==> src/design/vie_map.svh <==
`ifndef VIE_MAP_SVH
`define VIE_MAP_SVH
// Register indices on the plain register port
`define VIE_ADDR_VECTOR   4'h0
`define VIE_ADDR_CONFIG   4'h1
`define VIE_ADDR_STATUS   4'h2
`define VIE_ADDR_CLEAR    4'h3
`define VIE_ADDR_ENABLE   4'h4
`define VIE_ADDR_PENDING  4'h5
// Config register fields
`define VIE_CFG_SELECT_BIT 0
// Reset values
`define VIE_VECTOR_RESET  8'h00
`define VIE_CONFIG_RESET  8'h00
// Event status bits
`define VIE_EV_RETIRE     0
`define VIE_EV_OVERRUN    1
// Fixed source vectors (lowest priority first)
`define VIE_VEC_OUT_EP1   8'h12
`define VIE_VEC_OUT_EP2   8'h14
`define VIE_VEC_OUT_EP3   8'h16
`define VIE_VEC_IN_EP1    8'h22
`define VIE_VEC_IN_EP2    8'h24
`define VIE_VEC_IN_EP3    8'h26
`define VIE_VEC_SETUP_OVW 8'h30
`define VIE_VEC_SETUP_RX  8'h32
`define VIE_VEC_PWR_ON    8'h34
`define VIE_VEC_PWR_OFF   8'h36
`define VIE_VEC_RESUME    8'h38
`define VIE_VEC_SUSPEND   8'h3a
`define VIE_VEC_BUS_RST   8'h3c
`define VIE_VEC_TX_EMPTY  8'h40
`define VIE_VEC_RX_FULL   8'h42
`define VIE_VEC_IN_EP0    8'h44
`define VIE_VEC_OUT_EP0   8'h46
`endif

==> src/design/vie_pkg.sv <==
package vie_pkg;
  // Number of used sources
  localparam int NSRC = 17;
  // Source request bundle, one bit per used vector
  typedef struct packed {
    logic out_ep0;
    logic in_ep0;
    logic receiver_full_event;
    logic transmitter_empty_event;
    logic bus_reset_event;
    logic suspend_event;
    logic resume_event;
    logic power_off_event;
    logic power_on_event;
    logic setup_received_event;
    logic setup_overwrite_event;
    logic in_ep3;
    logic in_ep2;
    logic in_ep1;
    logic out_ep3;
    logic out_ep2;
    logic out_ep1;
  } vie_src_t;
  // Register port request
  typedef struct packed {
    logic [3:0] addr;
    logic [7:0] wdata;
    logic       wr;
    logic       rd;
  } vie_bus_t;
endpackage

==> src/design/vie_encoder.sv <==
`timescale 1ns/1ps
`include "vie_map.svh"
// Behaviour
// - Vector register names source behind internal trap
// - Any vector write retires, loads next pending
// - Vector bit 0 always reads zero
// - No pending request presents vector zero
// - Group in bits 7-4, index 3-1
// - Same group: oldest request served first
// - Higher group number wins
// - Endpoint events use fixed vectors
// - Bus and serial events use fixed vectors
// - Eight-bit vector covers 128 sources
// - Fixed group priority; on equal age 46h highest, 12h lowest
// - OR of eight port inputs forms request
// - Port inputs active low, level request
// - Port request also drives wake-up output
// - Select bit picks dedicated pin or port
// - Pending sources OR into active-low line
module vie_encoder #(
  parameter int AGE_W = 8  // Width of arrival stamps
) (
  input  wire logic             CORE_CLK,
  input  wire logic             RST,
  input  wire vie_pkg::vie_src_t SRC_EVENTS,
  input  wire vie_pkg::vie_bus_t REG_BUS,
  output logic [7:0]            REG_RDATA,
  input  wire logic [7:0]       GENERAL_PORT_INPUTS_N,
  input  wire logic             DEDICATED_IRQ_PIN_N,
  output logic                  INTERNAL_IRQ_LINE_N,
  output logic                  PORT_IRQ_LINE_N,
  output logic                  PORT_WAKE_REQ,
  output logic                  STATUS_IRQ
);

  ////////////////////////////////////////////////////////////////////////
  // Source table
  ////////////////////////////////////////////////////////////////////////
  localparam int N = vie_pkg::NSRC;
  // Vector per source, index order matches the struct (bit 0 = lowest)
  localparam logic [7:0] VEC [N] = '{
    `VIE_VEC_OUT_EP1, `VIE_VEC_OUT_EP2, `VIE_VEC_OUT_EP3,
    `VIE_VEC_IN_EP1, `VIE_VEC_IN_EP2, `VIE_VEC_IN_EP3,
    `VIE_VEC_SETUP_OVW, `VIE_VEC_SETUP_RX, `VIE_VEC_PWR_ON,
    `VIE_VEC_PWR_OFF, `VIE_VEC_RESUME, `VIE_VEC_SUSPEND,
    `VIE_VEC_BUS_RST, `VIE_VEC_TX_EMPTY, `VIE_VEC_RX_FULL,
    `VIE_VEC_IN_EP0, `VIE_VEC_OUT_EP0};

  ////////////////////////////////////////////////////////////////////////
  // Declarations
  ////////////////////////////////////////////////////////////////////////
  logic [N-1:0]     src_raw;        // Flattened request pulses
  logic [N-1:0]     pend_r;         // Pending flags
  logic [AGE_W-1:0] stamp_r [N];    // Arrival stamp per source
  logic [AGE_W-1:0] clock_r;        // Free-running arrival counter
  logic [7:0]       vec_r;          // Presented vector
  logic [7:0]       vec_nxt;        // Next vector from the encoder
  int               sel_nxt;        // Index of chosen source
  logic             sel_valid;      // A source is chosen
  logic             cur_valid_r;    // Vector currently presented
  int               cur_idx_r;      // Index of presented source
  logic [7:0]       config_r;       // Select bit lives here
  logic [1:0]       stat_r;         // Sticky event status
  logic [1:0]       enable_r;       // Event interrupt enables
  logic [7:0]       port_sync1_r;   // Port input first stage
  logic [7:0]       port_sync2_r;   // Port input second stage
  logic [1:0]       pin_sync_r;     // Dedicated pin synchroniser
  logic             vec_write;      // Retire strobe
  logic [N-1:0]     retire_mask;    // Pending bit to drop
  logic [N-1:0]     overrun;        // Event on already pending source

  assign src_raw   = SRC_EVENTS;
  assign vec_write = REG_BUS.wr && (REG_BUS.addr == `VIE_ADDR_VECTOR);

  ////////////////////////////////////////////////////////////////////////
  // Pending flags and arrival stamps
  ////////////////////////////////////////////////////////////////////////
  // Retire only the presented source; a new event in the same cycle wins
  always_comb begin
    retire_mask = '0;
    if (vec_write && cur_valid_r) begin
      retire_mask[cur_idx_r] = 1'b1;
    end
  end

  assign overrun = src_raw & pend_r & ~retire_mask;

  // Arrival counter advances each cycle; wrap limits age ordering range
  always_ff @(posedge CORE_CLK) begin
    if (RST) begin
      clock_r <= '0;
    end else begin
      clock_r <= clock_r + 1'b1;
    end
  end

  generate
    for (genvar g = 0; g < N; g++) begin : g_src
      // Held until the presented vector is retired by a write
      always_ff @(posedge CORE_CLK) begin
        if (RST) begin
          pend_r[g]  <= 1'b0;
          stamp_r[g] <= '0;
        end else if (src_raw[g]) begin
          pend_r[g] <= 1'b1;
          if (!pend_r[g] || retire_mask[g]) begin
            stamp_r[g] <= clock_r;
          end
        end else if (retire_mask[g]) begin
          pend_r[g] <= 1'b0;
        end
      end
    end
  endgenerate

  ////////////////////////////////////////////////////////////////////////
  // Priority encoder
  ////////////////////////////////////////////////////////////////////////
  // Highest group wins; within a group, the oldest stamp wins
  // The source being retired is left out, so a retire loads the next one
  // Equal stamps go to the higher index, keeping out_ep0 above in_ep0
  always_comb begin
    logic [AGE_W-1:0] best_age;
    logic [AGE_W-1:0] age;
    sel_nxt   = 0;
    sel_valid = 1'b0;
    best_age  = '0;
    age       = '0;
    for (int i = 0; i < N; i++) begin
      age = clock_r - stamp_r[i];
      if (pend_r[i] && !retire_mask[i]) begin
        if (!sel_valid || VEC[i][7:4] > VEC[sel_nxt][7:4]) begin
          sel_nxt   = i;
          sel_valid = 1'b1;
          best_age  = age;
        end else if (VEC[i][7:4] == VEC[sel_nxt][7:4] && age >= best_age) begin
          sel_nxt  = i;
          best_age = age;
        end
      end
    end
    // Bit 0 forced low; empty gives zero
    vec_nxt = sel_valid ? {VEC[sel_nxt][7:1], 1'b0} : `VIE_VECTOR_RESET;
  end

  ////////////////////////////////////////////////////////////////////////
  // Presented vector
  ////////////////////////////////////////////////////////////////////////
  // Presented vector held steady while pending; reloads on retire or idle
  always_ff @(posedge CORE_CLK) begin
    if (RST) begin
      vec_r       <= `VIE_VECTOR_RESET;
      cur_valid_r <= 1'b0;
      cur_idx_r   <= 0;
    end else if (vec_write || !cur_valid_r) begin
      vec_r       <= vec_nxt;
      cur_valid_r <= sel_valid;
      cur_idx_r   <= sel_nxt;
    end
  end

  // Active-low level while anything is pending
  always_ff @(posedge CORE_CLK) begin
    if (RST) begin
      INTERNAL_IRQ_LINE_N <= 1'b1;
    end else begin
      INTERNAL_IRQ_LINE_N <= ~(|(pend_r & ~retire_mask));
    end
  end

  ////////////////////////////////////////////////////////////////////////
  // Port interrupt path
  ////////////////////////////////////////////////////////////////////////
  // Pins are asynchronous: two stages before any use
  always_ff @(posedge CORE_CLK) begin
    if (RST) begin
      port_sync1_r <= 8'hff;
      port_sync2_r <= 8'hff;
      pin_sync_r   <= 2'h3;
    end else begin
      port_sync1_r <= GENERAL_PORT_INPUTS_N;
      port_sync2_r <= port_sync1_r;
      pin_sync_r   <= {pin_sync_r[0], DEDICATED_IRQ_PIN_N};
    end
  end

  // Any low input raises the level request; the select picks the source
  always_ff @(posedge CORE_CLK) begin
    if (RST) begin
      PORT_IRQ_LINE_N <= 1'b1;
      PORT_WAKE_REQ   <= 1'b0;
    end else begin
      PORT_WAKE_REQ   <= |(~port_sync2_r);
      PORT_IRQ_LINE_N <= config_r[`VIE_CFG_SELECT_BIT] ? ~(|(~port_sync2_r))
                                                       : pin_sync_r[1];
    end
  end

  ////////////////////////////////////////////////////////////////////////
  // Register writes
  ////////////////////////////////////////////////////////////////////////
  // Config and enable registers
  always_ff @(posedge CORE_CLK) begin
    if (RST) begin
      config_r <= `VIE_CONFIG_RESET;
      enable_r <= '0;
    end else if (REG_BUS.wr) begin
      if (REG_BUS.addr == `VIE_ADDR_CONFIG) begin
        config_r <= {7'h00, REG_BUS.wdata[`VIE_CFG_SELECT_BIT]};
      end else if (REG_BUS.addr == `VIE_ADDR_ENABLE) begin
        enable_r <= REG_BUS.wdata[1:0];
      end
    end
  end

  // Sticky status: set beats a clear in the same cycle
  always_ff @(posedge CORE_CLK) begin
    logic [1:0] clr;
    logic [1:0] set;
    clr = (REG_BUS.wr && REG_BUS.addr == `VIE_ADDR_CLEAR) ? REG_BUS.wdata[1:0] : 2'h0;
    set = 2'h0;
    set[`VIE_EV_RETIRE]  = vec_write && cur_valid_r;
    set[`VIE_EV_OVERRUN] = |overrun;
    if (RST) begin
      stat_r <= '0;
    end else begin
      stat_r <= (stat_r & ~clr) | set;
    end
  end

  assign STATUS_IRQ = |(stat_r & enable_r);

  ////////////////////////////////////////////////////////////////////////
  // Register reads
  ////////////////////////////////////////////////////////////////////////
  // Read data stands one cycle after the strobe; unmapped reads zero
  always_ff @(posedge CORE_CLK) begin
    if (RST) begin
      REG_RDATA <= 8'h00;
    end else if (REG_BUS.rd) begin
      if (REG_BUS.addr == `VIE_ADDR_VECTOR) begin
        REG_RDATA <= vec_r;
      end else if (REG_BUS.addr == `VIE_ADDR_CONFIG) begin
        REG_RDATA <= config_r;
      end else if (REG_BUS.addr == `VIE_ADDR_STATUS) begin
        REG_RDATA <= {6'h00, stat_r};
      end else if (REG_BUS.addr == `VIE_ADDR_ENABLE) begin
        REG_RDATA <= {6'h00, enable_r};
      end else if (REG_BUS.addr == `VIE_ADDR_PENDING) begin
        REG_RDATA <= {7'h00, ~INTERNAL_IRQ_LINE_N};
      end else begin
        REG_RDATA <= 8'h00;
      end
    end else begin
      REG_RDATA <= 8'h00;
    end
  end

endmodule

==> config.mk <==
export PLATFORM = sky130hd
export DESIGN_NAME = vie_encoder
export DESIGN_NICKNAME = d
export VERILOG_FILES = /design/src/design/vie_pkg.sv /design/src/design/vie_encoder.sv
export VERILOG_INCLUDE_DIRS = /design/src /design/src/design
export SDC_FILE = /design/constraint.sdc
export NUM_CORES = 1
export LEC_CHECK = 0
export BUFFER_PORTS_ARGS = -buffer_cell sky130_fd_sc_hd__buf_2
export CORE_AREA = 2 2 246 248
export DETAILED_ROUTE_END_ITERATION = 16
export DIE_AREA = 0 0 248 250
export GPL_ROUTABILITY_DRIVEN = 0
export SETUP_SLACK_MARGIN = 0.02
export SLEW_MARGIN = 20
export SYNTH_ARGS = -nofsm -noshare
export SYNTH_HDL_FRONTEND = slang
export SYNTH_SLANG_ARGS = --single-unit
==> constraint.sdc <==
create_clock -name CORE_CLK -period 38.9 [get_ports CORE_CLK]
set_input_delay 0 -clock CORE_CLK [delete_from_list [all_inputs] [get_ports CORE_CLK]]
set_output_delay 0 -clock CORE_CLK [all_outputs]
set_load 0.03 [all_outputs]
# [Word level (Yosys, flattened, before mapping)]
# Memories as Yosys holds them, arrays and structs flattened.
# Cells that the tools add are included.
[op_classes] n_addsub=18 n_bitwise=47 n_eq_ne=20 muxes=290 magnitude_cmp=49 reduce_logical=144
[op_table] operator="two-way mux 32 bit" n=45
[op_table] operator="two-way mux 8 bit" n=97
[op_table] operator=">= comparator 32 x 6 -> 1 bit (second input constant)" n=16
[op_table] operator="NOT 32 bit" n=16
[op_table] operator="two-way mux 1 bit" n=142
[op_table] operator="subtractor 8 bit" n=17
[op_table] operator=">= comparator 8 bit" n=16
[op_table] operator="AND 17 bit" n=3
[op_table] operator="zero test 1 bit" n=50
[op_table] operator="== test 2 x 4 -> 1 bit (first input constant)" n=10
[op_table] operator="> comparator 2 x 4 -> 1 bit (first input constant)" n=10
[op_table] operator="logical AND 1 bit" n=36
[op_table] operator="nonzero test 2 bit" n=17
[op_table] operator="OR reduction 17 bit" n=2
[op_table] operator="logical OR 1 bit" n=33
[op_table] operator=">= comparator 32 x 1 -> 1 bit (second input constant)" n=1
[op_table] operator="less-than comparator 32 x 7 -> 1 bit (second input constant)" n=1
[op_table] operator="two-way mux 17 bit" n=1
[op_table] operator="NOT 17 bit" n=1
[op_table] operator="bitwise OR 1 bit" n=17
[op_table] operator="== test 3 x 4 -> 1 bit (first input constant)" n=4
[op_table] operator="> comparator 3 x 4 -> 1 bit (first input constant)" n=4
[op_table] operator="adder 8 x 1 -> 8 bit (second input constant)" n=1
[op_table] operator="== test 4 x 2 -> 1 bit (second input constant)" n=2
[op_table] operator="16 further kinds" n=26
[totals] ram_bits=136 regBits=100 mem_count=17 romBits=4096 wordCells=616
[memory_table] memory="(no name shown)" words=32 word_bits=8 rd=1 rd_ports_with_merged_regs=0 write_ports=0 line_no="vie_encoder.sv:143" source="vec_nxt = sel_valid ? {VEC[sel_nxt][7:1], 1'b0} : `VIE_VECTOR_RESET;"
[memory_table] memory="(no name shown)" words=32 word_bits=8 rd=1 rd_ports_with_merged_regs=0 write_ports=0 line_no="vie_encoder.sv:136" source="end else if (VEC[i][7:4] == VEC[sel_nxt][7:4] && age >= best_age) begin"
[memory_table] memory="(no name shown)" words=32 word_bits=8 rd=1 rd_ports_with_merged_regs=0 write_ports=0 line_no="vie_encoder.sv:136"
[memory_table] memory="(no name shown)" words=32 word_bits=8 rd=1 rd_ports_with_merged_regs=0 write_ports=0 line_no="vie_encoder.sv:136"
[memory_table] memory="(no name shown)" words=32 word_bits=8 rd=1 rd_ports_with_merged_regs=0 write_ports=0 line_no="vie_encoder.sv:136"
[memory_table] memory="(no name shown)" words=32 word_bits=8 rd=1 rd_ports_with_merged_regs=0 write_ports=0 line_no="vie_encoder.sv:136"
[memory_table] memory="+11 memories"

# [Longest topological paths before layout]
[depth] ltp_word=152 ltp_mapped=144 depth_no_buf=134

# [Least setup slack after synthesis]
# Ideal clock, no wire load.
[synth_path] path_kind="register -> register" startpoint="register clock_r[1]" endpoint="register vec_r[2]" stages_incl_launch_ff=130 path_slack_ps=12648 synth_period_minus_slack_ps=26252 arrival_time_ps=26135 cell_sequence="dfxtp_1 -> ha_1 -> nor2b_1 -> o21ai_0 -> a21oi_1 -> o41ai_1 -> xnor2_1 -> inv_1 -> ha_1 -> and3_1 -> a221oi_1 -> o21ai_0 -> a21oi_4 -> a22o_1 -> inv_1 -> ha_1 -> or4_1 -> a21oi_1 -> [... 94 more ...] -> nand2_1 -> o21ai_0 -> a31oi_1 -> ha_1 -> nand2b_1 -> a21o_1 -> a21o_1 -> a211o_1 -> a21oi_1 -> o21ai_0 -> o21ai_0 -> a21oi_2 -> nor2b_1 -> inv_1 -> ha_1 -> or3_1 -> a31o_1 -> a22o_1"
[synth_rtl] item="from (decl)" line_no="vie_encoder.sv:55" source="logic [AGE_W-1:0] clock_r;"
[synth_rtl] item="from (signal assigned)" line_no="vie_encoder.sv:93" source="clock_r <= clock_r + 1'b1;"
[synth_rtl] item="to (signal assigned)" line_no="vie_encoder.sv:152" source="vec_r <= `VIE_VECTOR_RESET;"
[synth_rtl] item="to (signal assigned)" line_no="vie_encoder.sv:156" source="vec_r <= vec_nxt;"
[synth_rtl] item="to (decl)" line_no="vie_encoder.sv:56" source="logic [7:0] vec_r;"

==> impl_results.md <==
* Adder-Cell Fraction of Synth Area at 18.1%
* Most area-consuming cells after synthesis: edfxtp_1 (23%), ha_1 (16%), dfxtp_1 (7.9%), and2_1 (4.8%), a21oi_1 (3.8%)
* Number of nets produced by synthesis at approximately 2300
* Total Routed Length at 49.0 mm
* I/O pins at 54
* Most frequent standard cell in the layout excluding fill and tap cells: ha_1
* Mapped Area at around 18000 um2
* Clock buffers created by TritonCTS at 25
* Crit path max fanout at 34
* Peak ir drop on the vdd network at roughly 0.028 mV
* Buffer count from post-CTS setup fixing at 0
* Worst slew pin tran at roughly 1.0 ns
* Area enclosed by the die boundary at 62000 um2
* Worst rel slew slack at 29.8%
* Data arrival time of the critical path at 31.47 ns
* Clock group share of total power at about a quarter
* Sum of negative setup slack at 0 ns
* Global router's overall resource usage at roughly 16%
* Worst-case register-to-register setup slack at just under 8 ns
* Top library cells by usage in the layout, fill and taps aside: ha_1 (229), inv_1 (173), nor2_1 (163)
* Top cell by count, worst path: ha_1
* CTS hold repair buffers at 41
* Simple-Gate Fraction of Synth Area at 19.2%
* Final worst path period need at a little over 30 ns
* Depth of the worst register-to-register path at roughly 120
* Area share of the largest cell type after synthesis at between 20% and 30%
* Remaining antenna violation count at 0
* Synth Flop Type: edfxtp_1
* Delay of the slowest critical-path stage at ~0.75 ns
* Critical path type: reg -> reg
* Period Utilization, post-route at 79.7%
* End point of the critical path: vec_r[2]
* Hold Path Stages at 5
* RSZ-0062 raised after global routing: no
* Number of vias in the routed layout at about 15000
* Number of instances resized during post-cts repair at 0
* Start of the worst register-to-register path: clock_r[1]
* Sequential cell fraction of total power at around 28%
* CP Launch Type: flip-flop
* Fill count at roughly 6000
* Combinational Power Share at between 40% and 50%
* Initial DRC Count at between 800 and 900
* Total number of nets in the final design at 2371
* Number of setup violations in the final report at 0
* YS warnings at 0
* Root Buffer Master: clkbuf_16
* Power spent charging and discharging nets at about 360 uW
* Depth of the CTS H-tree at 1
* Post-DP HPWL at 37.7 mm
* Bufs on Longest Clock Path at 3
* First-pass iteration count of the detailed router at 5
* Dominant combinational cell family by area after synthesis: compound AO/OA/AOI/OAI gates
* Total congestion overflow after global routing at 0
* Number of antenna violations at the first check in global routing at 1
* Layout cell share with drive strength beyond 1 at under 10%
* CTS tree: built
* Run status: complete, no violations
* Average cell area after synthesis at ~8.8 um2
* Largest net degree at the start of global routing at 90
* Launch point of the critical path: clock_r[1]
* Cell type with the largest total area after synthesis: edfxtp_1
* Total power density per cell area at about 45 nW/um2
* Post-placement worst setup slack at around 8.4 ns
* Global-route wire length before repair at ~77 mm
* Leakage at ~8.6 nW
* Worst hold-check path type: in -> reg
* Vias in the first global route at ~14000
* Core region area at a little under 60000 um2
* Remaining routing DRC violations at 0
* Number of port buffers at 46
* Internal power at 551 uW
* Nature of the critical path endpoint: flip-flop
* FF+latch count, synth at 206
* Area occupied by registers at around 5500 um2
* Share of synthesized area occupied by flip-flops and latches at a little under a third
* Starting utilization of the core area at between 20% and 30%
* Share of cell area taken by muxes after synthesis at less than 1%
* Cell with the biggest individual delay on the critical path: dfxtp_2
* Number of hold violations in the final report at 0
* Max-slew violation count at 0
* Switching fraction of total power at around 39%
* Endpoint of the worst-slack reg-to-reg timing path: vec_r[2]
* TritonCTS sink count at 206
* Max cap viols at 0
* Endpoint required time on the critical path at between 30 and 40 ns
* Area of combinational cells with multiple inputs at 11300 um2
* Fmax at approximately 32 MHz
* Die Span X at approximately 250 um
* Clock-pin slew on the worst setup and hold paths at around 0.060 ns
* Row count at 90
* Final setup slack of the worst path at approximately 7.9 ns
* Post-Syn Instances at 2014
* Share of synthesized flip-flops with an asynchronous set or reset at 0%
* Chip height at approximately 250 um
* Fin Clk Skew at 0.0303 ns
* Via density at about 5.1
* Compound-cell area share of the yosys netlist at about a fifth
* Post-Synth XOR/XNOR Area at around 5.5%
* DR WL/cell at ~17 um
* Area added between synthesis and finish at 13.3%
* Count of cell types in the netlist at 95
* Number of enable-type register cells in the synthesized netlist at between 100 and 150
* Number of inserted diodes at 0
* Clk Latency, worst-skew pair at 0.56 ns
[cell families after synthesis]
kind of cell | count (synthesis)
and+or+nand+nor | 673
DFF | 206
other | 1
muxes | 10
buffers and inverters | 244
adders and majority gates | 246
xor gates and xnor gates | 112
AOI/OAI and AO/OA | 522
[Yosys cell counts, types with 7 or more instances]
library cell and count:
a22oi_1 10, o21ai_1 8, a221oi_1 7, nor2b_1 26, ha_1 229, a31oi_1 20
o22ai_1 12, nand2_1 156, edfxtp_1 136, o21bai_1 17, o31ai_1 9, a21boi_0 8
and2_1 137, a22o_1 13, and3_1 8, nor2_1 163, a21oi_1 134, clkbuf_1 54
a21o_1 54, o21a_1 36, xnor2_1 76, or3_1 18, fa_1 17, xor2_1 36
inv_1 173, nand2b_1 24, nand4_1 11, o21ai_0 82, buf_2 10, a211o_1 8
a211oi_1 21, nor3_1 43, or2_2 20, dfxtp_1 70, mux2i_1 7, nand3_1 34
[critical path: cells and delay by family (launching register included)]
family | cells | cell delay (ns)
buffers and inverters | 6 | 1.26
flip-flops | 1 | 0.75
AND/OR/NAND/NOR | 29 | 5.90
AO/OA/AOI/OAI | 72 | 18.11
XOR/XNOR | 1 | 0.33
adder cells (fa/ha/maj) | 15 | 4.48
[worst min path at each step]
stage / startpoint / to / slack, ns
global route: REG_BUS[1] / enable_r[0] / 0.11
global placement: GENERAL_PORT_INPUTS_N[1] / port_sync1_r[1] / 0.18
finish: REG_BUS[1] / enable_r[0] / 0.07
detailed placement: GENERAL_PORT_INPUTS_N[1] / port_sync1_r[1] / 0.18
CTS: REG_BUS[1] / enable_r[0] / 0.03
floorplan: DEDICATED_IRQ_PIN_N / pin_sync_r[0] / 0.10
[area by class of cell]
| type | count | area share [%] |
|---|---|---|
| multi-input combinational | 1564 | 56.3 |
| sequential | 206 | 27.4 |
| tap | 782 | 4.88 |
| timing repair buffer | 111 | 4.10 |
| clock buffer | 34 | 3.71 |
| inverter | 175 | 3.27 |
| clock inverter | 12 | 0.343 |
[flip-flops by register name (all words and copies together) (netlist names)]
register	cells
vec_r	6
cur_valid_r	1
stat_r	2
cur_idx_r	5
enable_r	2
PORT_WAKE_REQ	1
config_r	1
REG_RDATA	7
clock_r	8
pin_sync_r	2
PORT_IRQ_LINE_N	1
port_sync1_r	8
port_sync2_r	8
pend_r	17
INTERNAL_IRQ_LINE_N	1
stamp_r	136
[through the flow]
stage,power (mW),instances,hold WS (ns),area [um2],utilization [%]
CTS,0.910,2884,0.0317,20100,33.7
detailed placement,0.672,2797,0.185,18800,31.6
global route,0.977,2884,0.115,20100,33.7
floorplan,0.568,2014,0.104,17700,-
finish,0.908,2884,0.0662,20100,33.7
global placement,0.660,2797,0.182,18800,31.6
[power groups by stage]
stage          combinational (mW)  clock (mW)  sequential (mW)
4_1_cts                     0.418       0.237            0.255
6_report                    0.422       0.231            0.255
2_1_floorplan               0.311           0            0.258
3_3_place_gp                0.401           0            0.260
3_5_place_dp                0.412           0            0.260
5_1_grt                     0.475       0.245            0.257
[per-layer routing]
layer | GRT usage, % | vias to the layer above | routed length (um)
li1 | - | 7329 | -
met1 | 20.3 | 6935 | 22400
met2 | 25.7 | 384 | 22000
met3 | 2.69 | 108 | 2550
met4 | 6.09 | 2 | 1960
met5 | 0 | - | 13
No activity file was read; power rests on OpenSTA's default activity.
